[config.mk]
export PLATFORM = sky130hd
export DESIGN_NAME = sar_converter_flat
export DESIGN_NICKNAME = d
export VERILOG_FILES = /design/src/verilog/sar_link_pkg.sv /design/src/verilog/sar_link_if.sv /design/src/verilog/sar_converter.sv /design/src/flat_wrapper.sv
export VERILOG_INCLUDE_DIRS = /design/src /design/src/verilog
export SDC_FILE = /design/constraint.sdc
export NUM_CORES = 1
export LEC_CHECK = 0
export BUFFER_PORTS_ARGS = -buffer_cell sky130_fd_sc_hd__buf_2
export CAP_MARGIN = 5
export CORE_MARGIN = 4
export CORE_UTILIZATION = 35
export CTS_CLUSTER_DIAMETER = 50
export DETAILED_ROUTE_END_ITERATION = 8
export GPL_TIMING_DRIVEN = 0
export SYNTH_ARGS = -nofsm -noshare
export SYNTH_HDL_FRONTEND = slang
export SYNTH_SLANG_ARGS = --single-unit
[constraint.sdc]
create_clock -name clock -period 5.85 [get_ports clock]
set_input_delay 0.8775 -clock clock [delete_from_list [all_inputs] [get_ports clock]]
set_output_delay 0.8775 -clock clock [all_outputs]
set_load 0.01 [all_outputs]
[src/verilog/sar_link_defs.svh]
// Timing and layout constants shared by the converter and its host
`ifndef SAR_LINK_DEFS_SVH
`define SAR_LINK_DEFS_SVH

// Result layout
`define SAR_BITS 12
`define SAR_MSB 11
`define SAR_CORRECT_BIT 2
`define SAR_CORRECT_STEP 12'h008
`define SAR_CORRECT_SPAN 13'h0010

// Clock of both ends
`define CLK_PERIOD_NS 100

// Conversion timing, times in ns, counts in cycles (least times round up)
`define FIRST_DECISION_NS 1500
`define DECISION_STEP_NS 1000
`define BUSY_RISE_NS 13000
`define QUIET_START_NS 8000
`define FIRST_DECISION_CYC \
  ((`FIRST_DECISION_NS + `CLK_PERIOD_NS - 1) / `CLK_PERIOD_NS)
`define DECISION_STEP_CYC (`DECISION_STEP_NS / `CLK_PERIOD_NS)
`define BUSY_RISE_CYC (`BUSY_RISE_NS / `CLK_PERIOD_NS)
`define QUIET_START_CYC \
  ((`QUIET_START_NS + `CLK_PERIOD_NS - 1) / `CLK_PERIOD_NS)

// Internal serial clock: half period in cycles
`define SCLK_HALF_CYC 2

// Host start pulse width, well before the quiet window
`define CONVERT_START_N_LOW_NS 1000
`define CONVERT_START_N_LOW_CYC \
  ((`CONVERT_START_N_LOW_NS + `CLK_PERIOD_NS - 1) / `CLK_PERIOD_NS)

// Reset values
`define RESULT_RESET 12'h000

`endif

[src/verilog/sar_link_pkg.sv]
// Types shared by the converter and its host
package sar_link_pkg;
  typedef logic [11:0] sample_t;
  typedef logic [7:0] convert_start_n_cnt_t;
  typedef logic [3:0] bit_idx_t;
  typedef enum logic [0:0] {CONVERT_START_N_IDLE, CONVERT_START_N_RUN} convert_start_n_state_e;
  typedef enum logic [1:0] {HOST_IDLE, HOST_PULSE, HOST_WAIT} host_state_e;
endpackage

[src/verilog/sar_link_if.sv]
// Pins between the converter and its serial host
`timescale 1ns/1ps
interface sar_link_if;
  logic convert_start_n;
  logic external_shift_clock;
  logic clock_source_select;
  logic busy;
  logic serial_clock;
  logic serial_result_out;

  modport converter (
    input convert_start_n,
    input external_shift_clock,
    input clock_source_select,
    output busy,
    output serial_clock,
    output serial_result_out
  );

  modport host (
    output convert_start_n,
    output external_shift_clock,
    output clock_source_select,
    input busy,
    input serial_clock,
    input serial_result_out
  );
endinterface

[src/verilog/sar_converter.sv]
// Converter end: conversion sequencer and master-mode serial output
// What this block does
// Twelve decisions, most significant bit first
// Set trial bit, clear if above input
// Limited correction only at tenth decision
// Tenth decision about 10 to 11 us
// Host keeps inputs still 8 us to busy
// Host may raise start line early
// Busy low converting; shifts previous result out
// Host is slave, busy selects, 12 bits
// Internal serial clock idles low
// Start may come from any trigger source
// Select high slave, low master mode; select high here shifts nothing out
// Start falling edge when powered, busy rises
`timescale 1ns/1ps
`include "sar_link_defs.svh"
module sar_converter (
  // Clock and reset
  input wire logic clock,
  input wire logic arst_n,
  // Link pins
  sar_link_if.converter link,
  // Analog side, modelled as a held code
  input wire sar_link_pkg::sample_t analog_level,
  input wire logic power_down,
  input wire logic decision_upset,
  // Results
  output sar_link_pkg::sample_t result,
  output logic result_valid,
  output logic link_disturbed,
  output logic converting
);

  // Pin synchronisers: {select, shift clock, start}
  logic [2:0] s1_ff;
  logic [2:0] s2_ff;
  logic [2:0] s3_ff;

  // Sequencer state
  sar_link_pkg::convert_start_n_state_e state_ff, nxt_state;
  sar_link_pkg::convert_start_n_cnt_t cyc_ff, nxt_cyc;
  sar_link_pkg::convert_start_n_cnt_t step_ff, nxt_step;
  sar_link_pkg::bit_idx_t idx_ff, nxt_idx;
  logic deciding_ff, nxt_deciding;
  sar_link_pkg::sample_t sar_ff, nxt_sar;
  sar_link_pkg::sample_t sample_ff, nxt_sample;
  sar_link_pkg::sample_t result_ff, nxt_result;
  logic busy_ff, nxt_busy;
  logic valid_ff, nxt_valid;
  logic disturbed_ff, nxt_disturbed;
  logic convert_start_n_ff, nxt_convert_start_n;

  // Shifter state
  sar_link_pkg::sample_t shift_ff, nxt_shift;
  sar_link_pkg::bit_idx_t left_ff, nxt_left;
  logic [1:0] phase_ff, nxt_phase;
  logic sclk_ff, nxt_sclk;
  logic sdo_ff, nxt_sdo;

  // Decoded helpers
  logic start_edge;
  logic start_moved;
  logic xclk_moved;
  logic master_mode;
  logic in_quiet;
  sar_link_pkg::sample_t mask;
  sar_link_pkg::sample_t base;
  sar_link_pkg::sample_t trial;
  logic keep;

  // Only the second and third stages feed logic
  always_ff @(posedge clock or negedge arst_n) begin
    if (!arst_n) begin
      s1_ff <= 3'h1;
      s2_ff <= 3'h1;
      s3_ff <= 3'h1;
    end else begin
      s1_ff <= {link.clock_source_select, link.external_shift_clock,
                link.convert_start_n};
      s2_ff <= s1_ff;
      s3_ff <= s2_ff;
    end
  end

  // Edges and levels of the synchronised pins
  // falling start edge
  assign start_edge = s3_ff[0] && !s2_ff[0];
  assign start_moved = s3_ff[0] ^ s2_ff[0];
  assign xclk_moved = s3_ff[1] ^ s2_ff[1];
  // select low is master
  assign master_mode = !s2_ff[2];
  // quiet window watch
  assign in_quiet = cyc_ff >= sar_link_pkg::convert_start_n_cnt_t'(`QUIET_START_CYC);

  // Trial value for the bit under test
  always_comb begin
    mask = sar_link_pkg::sample_t'(12'h001 << idx_ff);
    base = sar_ff;
    // one-step repair at tenth
    if (idx_ff == sar_link_pkg::bit_idx_t'(`SAR_CORRECT_BIT)) begin
      if ({1'b0, sar_ff} > {1'b0, sample_ff}) begin
        base = sar_ff - `SAR_CORRECT_STEP;
      end else if ({1'b0, sample_ff} >=
                   {1'b0, sar_ff} + `SAR_CORRECT_SPAN) begin
        base = sar_ff + `SAR_CORRECT_STEP;
      end
    end
    // set, compare, maybe clear
    trial = base | mask;
    keep = (trial <= sample_ff) ^ decision_upset; // Upset models noise
  end

  // Sequencer next state
  always_comb begin
    nxt_state = state_ff;
    nxt_cyc = cyc_ff;
    nxt_step = step_ff;
    nxt_idx = idx_ff;
    nxt_deciding = deciding_ff;
    nxt_sar = sar_ff;
    nxt_sample = sample_ff;
    nxt_result = result_ff;
    nxt_busy = busy_ff;
    nxt_valid = 1'b0;
    nxt_disturbed = disturbed_ff;
    case (state_ff)
      sar_link_pkg::CONVERT_START_N_IDLE: begin
        // start only when powered
        if (start_edge && !power_down) begin
          nxt_state = sar_link_pkg::CONVERT_START_N_RUN;
          nxt_cyc = '0;
          nxt_step = sar_link_pkg::convert_start_n_cnt_t'(`FIRST_DECISION_CYC - 1);
          nxt_idx = sar_link_pkg::bit_idx_t'(`SAR_MSB);
          nxt_deciding = 1'b1;
          nxt_sar = '0;
          nxt_sample = analog_level; // Sample and hold
          nxt_busy = 1'b0;
          nxt_disturbed = 1'b0;
        end
      end
      sar_link_pkg::CONVERT_START_N_RUN: begin
        nxt_cyc = cyc_ff + 8'h01;
        // flag pin moves
        if (in_quiet && (start_moved || xclk_moved)) begin
          nxt_disturbed = 1'b1;
        end
        // MSB to LSB stepping
        // step spacing timing
        if (deciding_ff) begin
          if (step_ff == '0) begin
            nxt_sar = keep ? trial : base;
            nxt_step = sar_link_pkg::convert_start_n_cnt_t'(`DECISION_STEP_CYC - 1);
            if (idx_ff == '0) begin
              nxt_deciding = 1'b0;
            end else begin
              nxt_idx = idx_ff - 4'h1;
            end
          end else begin
            nxt_step = step_ff - 8'h01;
          end
        end
        // busy rises with result
        if (cyc_ff == sar_link_pkg::convert_start_n_cnt_t'(`BUSY_RISE_CYC - 1)) begin
          nxt_state = sar_link_pkg::CONVERT_START_N_IDLE;
          nxt_busy = 1'b1;
          nxt_result = sar_ff;
          nxt_valid = 1'b1;
        end
      end
      default: begin
        nxt_state = sar_link_pkg::CONVERT_START_N_IDLE;
      end
    endcase
    // Own flop so the output never shows a gate
    nxt_convert_start_n = !nxt_busy;
  end

  // Sequencer registers
  always_ff @(posedge clock or negedge arst_n) begin
    if (!arst_n) begin
      state_ff <= sar_link_pkg::CONVERT_START_N_IDLE;
      cyc_ff <= '0;
      step_ff <= '0;
      idx_ff <= '0;
      deciding_ff <= 1'b0;
      sar_ff <= `RESULT_RESET;
      sample_ff <= `RESULT_RESET;
      result_ff <= `RESULT_RESET;
      busy_ff <= 1'b1;
      valid_ff <= 1'b0;
      disturbed_ff <= 1'b0;
      convert_start_n_ff <= 1'b0;
    end else begin
      state_ff <= nxt_state;
      cyc_ff <= nxt_cyc;
      step_ff <= nxt_step;
      idx_ff <= nxt_idx;
      deciding_ff <= nxt_deciding;
      sar_ff <= nxt_sar;
      sample_ff <= nxt_sample;
      result_ff <= nxt_result;
      busy_ff <= nxt_busy;
      valid_ff <= nxt_valid;
      disturbed_ff <= nxt_disturbed;
      convert_start_n_ff <= nxt_convert_start_n;
    end
  end

  // Shifter next state; data changes only while the clock is low
  always_comb begin
    nxt_shift = shift_ff;
    nxt_left = left_ff;
    nxt_phase = phase_ff;
    nxt_sclk = sclk_ff;
    nxt_sdo = sdo_ff;
    // start with busy fall
    if (state_ff == sar_link_pkg::CONVERT_START_N_IDLE && nxt_busy == 1'b0) begin
      if (master_mode) begin
        nxt_shift = result_ff;
        nxt_left = sar_link_pkg::bit_idx_t'(`SAR_BITS);
        nxt_phase = '0;
        nxt_sdo = result_ff[`SAR_MSB];
      end
    end else if (left_ff != '0) begin
      nxt_phase = phase_ff + 2'h1;
      if (phase_ff == 2'(`SCLK_HALF_CYC - 1)) begin
        nxt_sclk = 1'b1;
      end else if (phase_ff == 2'(2 * `SCLK_HALF_CYC - 1)) begin
        // clock back low
        nxt_sclk = 1'b0;
        nxt_phase = '0;
        nxt_left = left_ff - 4'h1;
        nxt_shift = {shift_ff[10:0], 1'b0};
        nxt_sdo = (left_ff == 4'h1) ? 1'b0 : shift_ff[10];
      end
    end
  end

  // Shifter registers; clock held low from reset
  always_ff @(posedge clock or negedge arst_n) begin
    if (!arst_n) begin
      shift_ff <= `RESULT_RESET;
      left_ff <= '0;
      phase_ff <= '0;
      sclk_ff <= 1'b0;
      sdo_ff <= 1'b0;
    end else begin
      shift_ff <= nxt_shift;
      left_ff <= nxt_left;
      phase_ff <= nxt_phase;
      sclk_ff <= nxt_sclk;
      sdo_ff <= nxt_sdo;
    end
  end

  // Outputs straight from flops
  assign link.busy = busy_ff;
  assign link.serial_clock = sclk_ff;
  assign link.serial_result_out = sdo_ff;
  assign result = result_ff;
  assign result_valid = valid_ff;
  assign link_disturbed = disturbed_ff;
  assign converting = convert_start_n_ff;

endmodule

[src/flat_wrapper.sv]
// flat-port wrapper written by rule: the top's interface ports become plain ports
module sar_converter_flat 
  (clock, arst_n, analog_level, power_down, decision_upset, result, result_valid, link_disturbed, converting, link_convert_start_n, link_external_shift_clock, link_clock_source_select, link_busy, link_serial_clock, link_serial_result_out);
  sar_link_if link_i ();
  input wire logic clock;
  input wire logic arst_n;
  input wire sar_link_pkg::sample_t analog_level;
  input wire logic power_down;
  input wire logic decision_upset;
  output sar_link_pkg::sample_t result;
  output logic result_valid;
  output logic link_disturbed;
  output logic converting;
  input wire logic [$bits(link_i.convert_start_n)-1:0] link_convert_start_n;
  input wire logic [$bits(link_i.external_shift_clock)-1:0] link_external_shift_clock;
  input wire logic [$bits(link_i.clock_source_select)-1:0] link_clock_source_select;
  output wire logic [$bits(link_i.busy)-1:0] link_busy;
  output wire logic [$bits(link_i.serial_clock)-1:0] link_serial_clock;
  output wire logic [$bits(link_i.serial_result_out)-1:0] link_serial_result_out;
  assign link_i.convert_start_n = link_convert_start_n;
  assign link_i.external_shift_clock = link_external_shift_clock;
  assign link_i.clock_source_select = link_clock_source_select;
  assign link_busy = link_i.busy;
  assign link_serial_clock = link_i.serial_clock;
  assign link_serial_result_out = link_i.serial_result_out;
  sar_converter u_core (.clock(clock), .arst_n(arst_n), .link(link_i), .analog_level(analog_level), .power_down(power_down), .decision_upset(decision_upset), .result(result), .result_valid(result_valid), .link_disturbed(link_disturbed), .converting(converting));
endmodule
==> impl_metrics.env <==
export IMPL_dieArea_mm2=0.0176
export IMPL_grt_usage_pct=16.2
export IMPL_r2r_worst_path_cells=20
export IMPL_hp_start="u_core.s1_ff[1]"
export IMPL_cp_arrival_ns=5.74
export IMPL_cts_hold_buf=0
export IMPL_maxSlewHeadroom_pct=38.0
export IMPL_cts_tree="yes"
export IMPL_fin_crit_ns=5.47
export IMPL_clkSinkCount=89
export IMPL_ys_warn_count=0
export IMPL_reg2reg_to="u_core.sar_ff[6]"
export IMPL_fin_crit_sh_pct=93.6
export IMPL_drive_above_1_share_pct=12.9
export IMPL_met2_usage_pct=25.7
export IMPL_crit_path_frequent_cell="ha_1"
export IMPL_final_core_util_pct=40.9
export IMPL_grt_pass1_vias=4332
export IMPL_grt_busiest_layer="met2"
export IMPL_drc=0
export IMPL_synthCells=591
export IMPL_io_pins=37
export IMPL_start_util_pct=35.8
export IMPL_hold_violations=0
export IMPL_cts_max_level=3
export IMPL_core_area_mm2=0.0152
export IMPL_grt_max_degree=64
export IMPL_wl_per_cell_um=16.6
export IMPL_worstSetupEndpointType="flip-flop"
export IMPL_ys_async_sr_fraction_pct=100
export IMPL_p_leak_uw=0.00290
export IMPL_fin_worst_skew_ns=0.00823
export IMPL_layout_common_cells="nand2_1 (94), dfrtp_1 (85), ha_1 (57)"
export IMPL_numCtsBuffers=9
export IMPL_portBuffers=36
export IMPL_crit_chain="ha_1 > and3_4 > and3_4 > xnor2_1 > ha_1 > a21o_2 > a2111oi_1 > and2_1 > nor4_1 > a41oi_1 > xor2_1 > nand2_1 > ha_1 > nand4_1 > a211oi_1 > a2111oi_0 > nor2_1 > xnor2_4 > nand2_1 > o21ai_0"
export IMPL_crit_path_max_fanout=9
export IMPL_holdPathEnd="u_core.s2_ff[1]"
export IMPL_fmax_ghz=0.183
export IMPL_layout_commonest_cell="nand2_1"
export IMPL_antenna_found_initial=0
export IMPL_holdPathStages=0
export IMPL_synth_fp_nets=667
export IMPL_synth_seq_cells=89
export IMPL_worstSetupStartpointType="flip-flop"
export IMPL_ys_flop_type="dfrtp_1"
export IMPL_grt_met3_usage_pct=4.37
export IMPL_place_gp_congestion=0.863
export IMPL_worstSetupPathType="reg2reg"
export IMPL_worst_pin_slew_ns=0.922
export IMPL_fill_cells=1511
export IMPL_p_per_area_mw_per_mm2=469
export IMPL_die_w_um=133
export IMPL_synth_cell_types=66
export IMPL_fin_nets=715
export IMPL_path_clk_slew_ns=0.07
export IMPL_drt_pass1_iterations=4
export IMPL_drv_cap=0
export IMPL_row_count=45
export IMPL_outcome="finished clean"
export IMPL_synth_area_mm2=0.00545
export IMPL_routed_via_density=5.37
export IMPL_grt_pass1_wl_um=22800
export IMPL_vias=4468
export IMPL_syn2layout_area_growth_pct=14.2
export IMPL_drt_iter0_drc=304
export IMPL_slew_violations=0
export IMPL_postRouteAntennaNets=0
export IMPL_crit_start="u_core.sar_ff[5]"
export IMPL_grt_overflow_total=0
export IMPL_dp_hpwl_um=10500
export IMPL_synth_edf_count=0
export IMPL_hold_class="reg2reg"
export IMPL_clock_latency_ns=0.35
export IMPL_die_h_um=133
export IMPL_yosysSeqAreaShare_pct=41.0
export IMPL_rsz0062_at_grt="no"
export IMPL_diodes=0
export IMPL_avgSynthCellArea_um2=9.22
export IMPL_setup_tns_ns=0
export IMPL_met1_usage_pct=22.0
export IMPL_clock_path_buffers=2
export IMPL_post_cts_buffers=0
export IMPL_setup_violations=0
export IMPL_peakVddDrop_mv=0.173
export IMPL_cts_root_buf="clkbuf_16"
export IMPL_cp_slowest_cell="a2111oi_1"
export IMPL_crit_path_max_incr_delay_ns=0.58
export IMPL_r2r_start="u_core.sar_ff[5]"
export IMPL_routed_wl_um=13800
export IMPL_cp_data_required_time_ns=6.12
export IMPL_regToRegSetupSlack_ns=0.38
[area by class of cell]
| type | count | area (µm²) | area share (%) |
|---|---|---|---|
| tap | 188 | 235 | 3.78 |
| sequential | 89 | 2230 | 35.9 |
| buffer | 21 | 153 | 2.45 |
| timing repair buffer | 37 | 210 | 3.38 |
| multi-input combinational | 437 | 2920 | 46.9 |
| clock inverter | 7 | 83.8 | 1.35 |
| inverter | 44 | 165 | 2.65 |
| clock buffer | 9 | 225 | 3.62 |
[metal layers]
layer	part of all wire (%)	up-vias
li1	-	2181
met1	48	2181
met2	46	88
met3	4.0	18
met4	1.8	0
met5	0	-
[through the flow]
stage / instance area, µm² / hold WS [ns] / std cells / worst slack (ns) / power, µW
3_5_place_dp: 5890 / 0.337 / 816 / 0.0160 / 2280
6_report: 6220 / 0.350 / 832 / 0.376 / 2910
2_1_floorplan: 5450 / 0.331 / 591 / 1.12 / 1900
5_1_grt: 6220 / 0.362 / 832 / 0.104 / 3190
4_1_cts: 6210 / 0.353 / 832 / 0.285 / 2910
3_3_place_gp: 5860 / 0.336 / 815 / 0.0938 / 2230
[timing repair]
item / CTS / global route
endpoints found under the hold margin: 0 / 0
resized for setup: 1 / 2
setup endpoints to repair: 1 / 5
[power by group]
part,internal (µW),switching [µW]
Combinational,509,816
Clock,340,269
Sequential,814,165
[worst max-delay path, delay by kind of cell, from the launching register on]
family                     cells  cell delay (ns)
AOI/OAI and AO/OA              6             1.94
xor gates and xnor gates       3             0.57
adders and majority gates      3             0.81
DFF                            1             0.51
and+or+nand+nor                8             1.55
[flip-flops by register name, summed over array words and instances (netlist names), 2 cells and up]
name              count
u_core.result        12
u_core.sample_ff     12
u_core.sar_ff        12
u_core.shift_ff      11
u_core.cyc_ff         8
u_core.step_ff        8
u_core.idx_ff         4
u_core.left_ff        4
u_core.s1_ff          3
u_core.s2_ff          3
u_core.phase_ff       2
u_core.s3_ff          2
[worst max path at each step]
stage,end,slack [ns],cells after the start
detailed placement,u_core.sar_ff[11],0.02,20
finish,u_core.sar_ff[6],0.38,20
global route,u_core.sar_ff[6],0.10,20
floorplan,u_core.sar_ff[11],1.12,20
CTS,u_core.sar_ff[11],0.28,20
global placement,u_core.sar_ff[11],0.09,20
[synthesized netlist by cell type, drive strengths merged, types with 9 or more instances]
| library cell | count | area (µm²) |
|---|---|---|
| nand2 | 94 | 353 |
| dfrtp | 85 | 2130 |
| ha | 57 | 713 |
| o21ai | 52 | 260 |
| inv | 44 | 165 |
| nor2 | 31 | 116 |
| a21oi | 28 | 140 |
| nand3 | 22 | 110 |
| clkbuf | 16 | 110 |
| xnor2 | 14 | 123 |
| mux2i | 13 | 130 |
| nand4 | 13 | 81.3 |
| nor3 | 9 | 45.0 |
[logic make-up (layout without fill, tap and decap cells)]
| kind of cell | Yosys count | in the layout | share of synthesized area (%) |
|---|---|---|---|
| AND/OR/NAND/NOR | 204 | 204 | 17.5 |
| AO/OA/AOI/OAI | 142 | 142 | 16.7 |
| flip-flops | 89 | 89 | 41.0 |
| buffers and inverters | 65 | 118 | 5.83 |
| adder cells (fa/ha/maj) | 57 | 57 | 13.1 |
| XOR/XNOR | 20 | 20 | 3.22 |
| multiplexers | 14 | 14 | 2.60 |
Power figures use the tool's default switching activity.
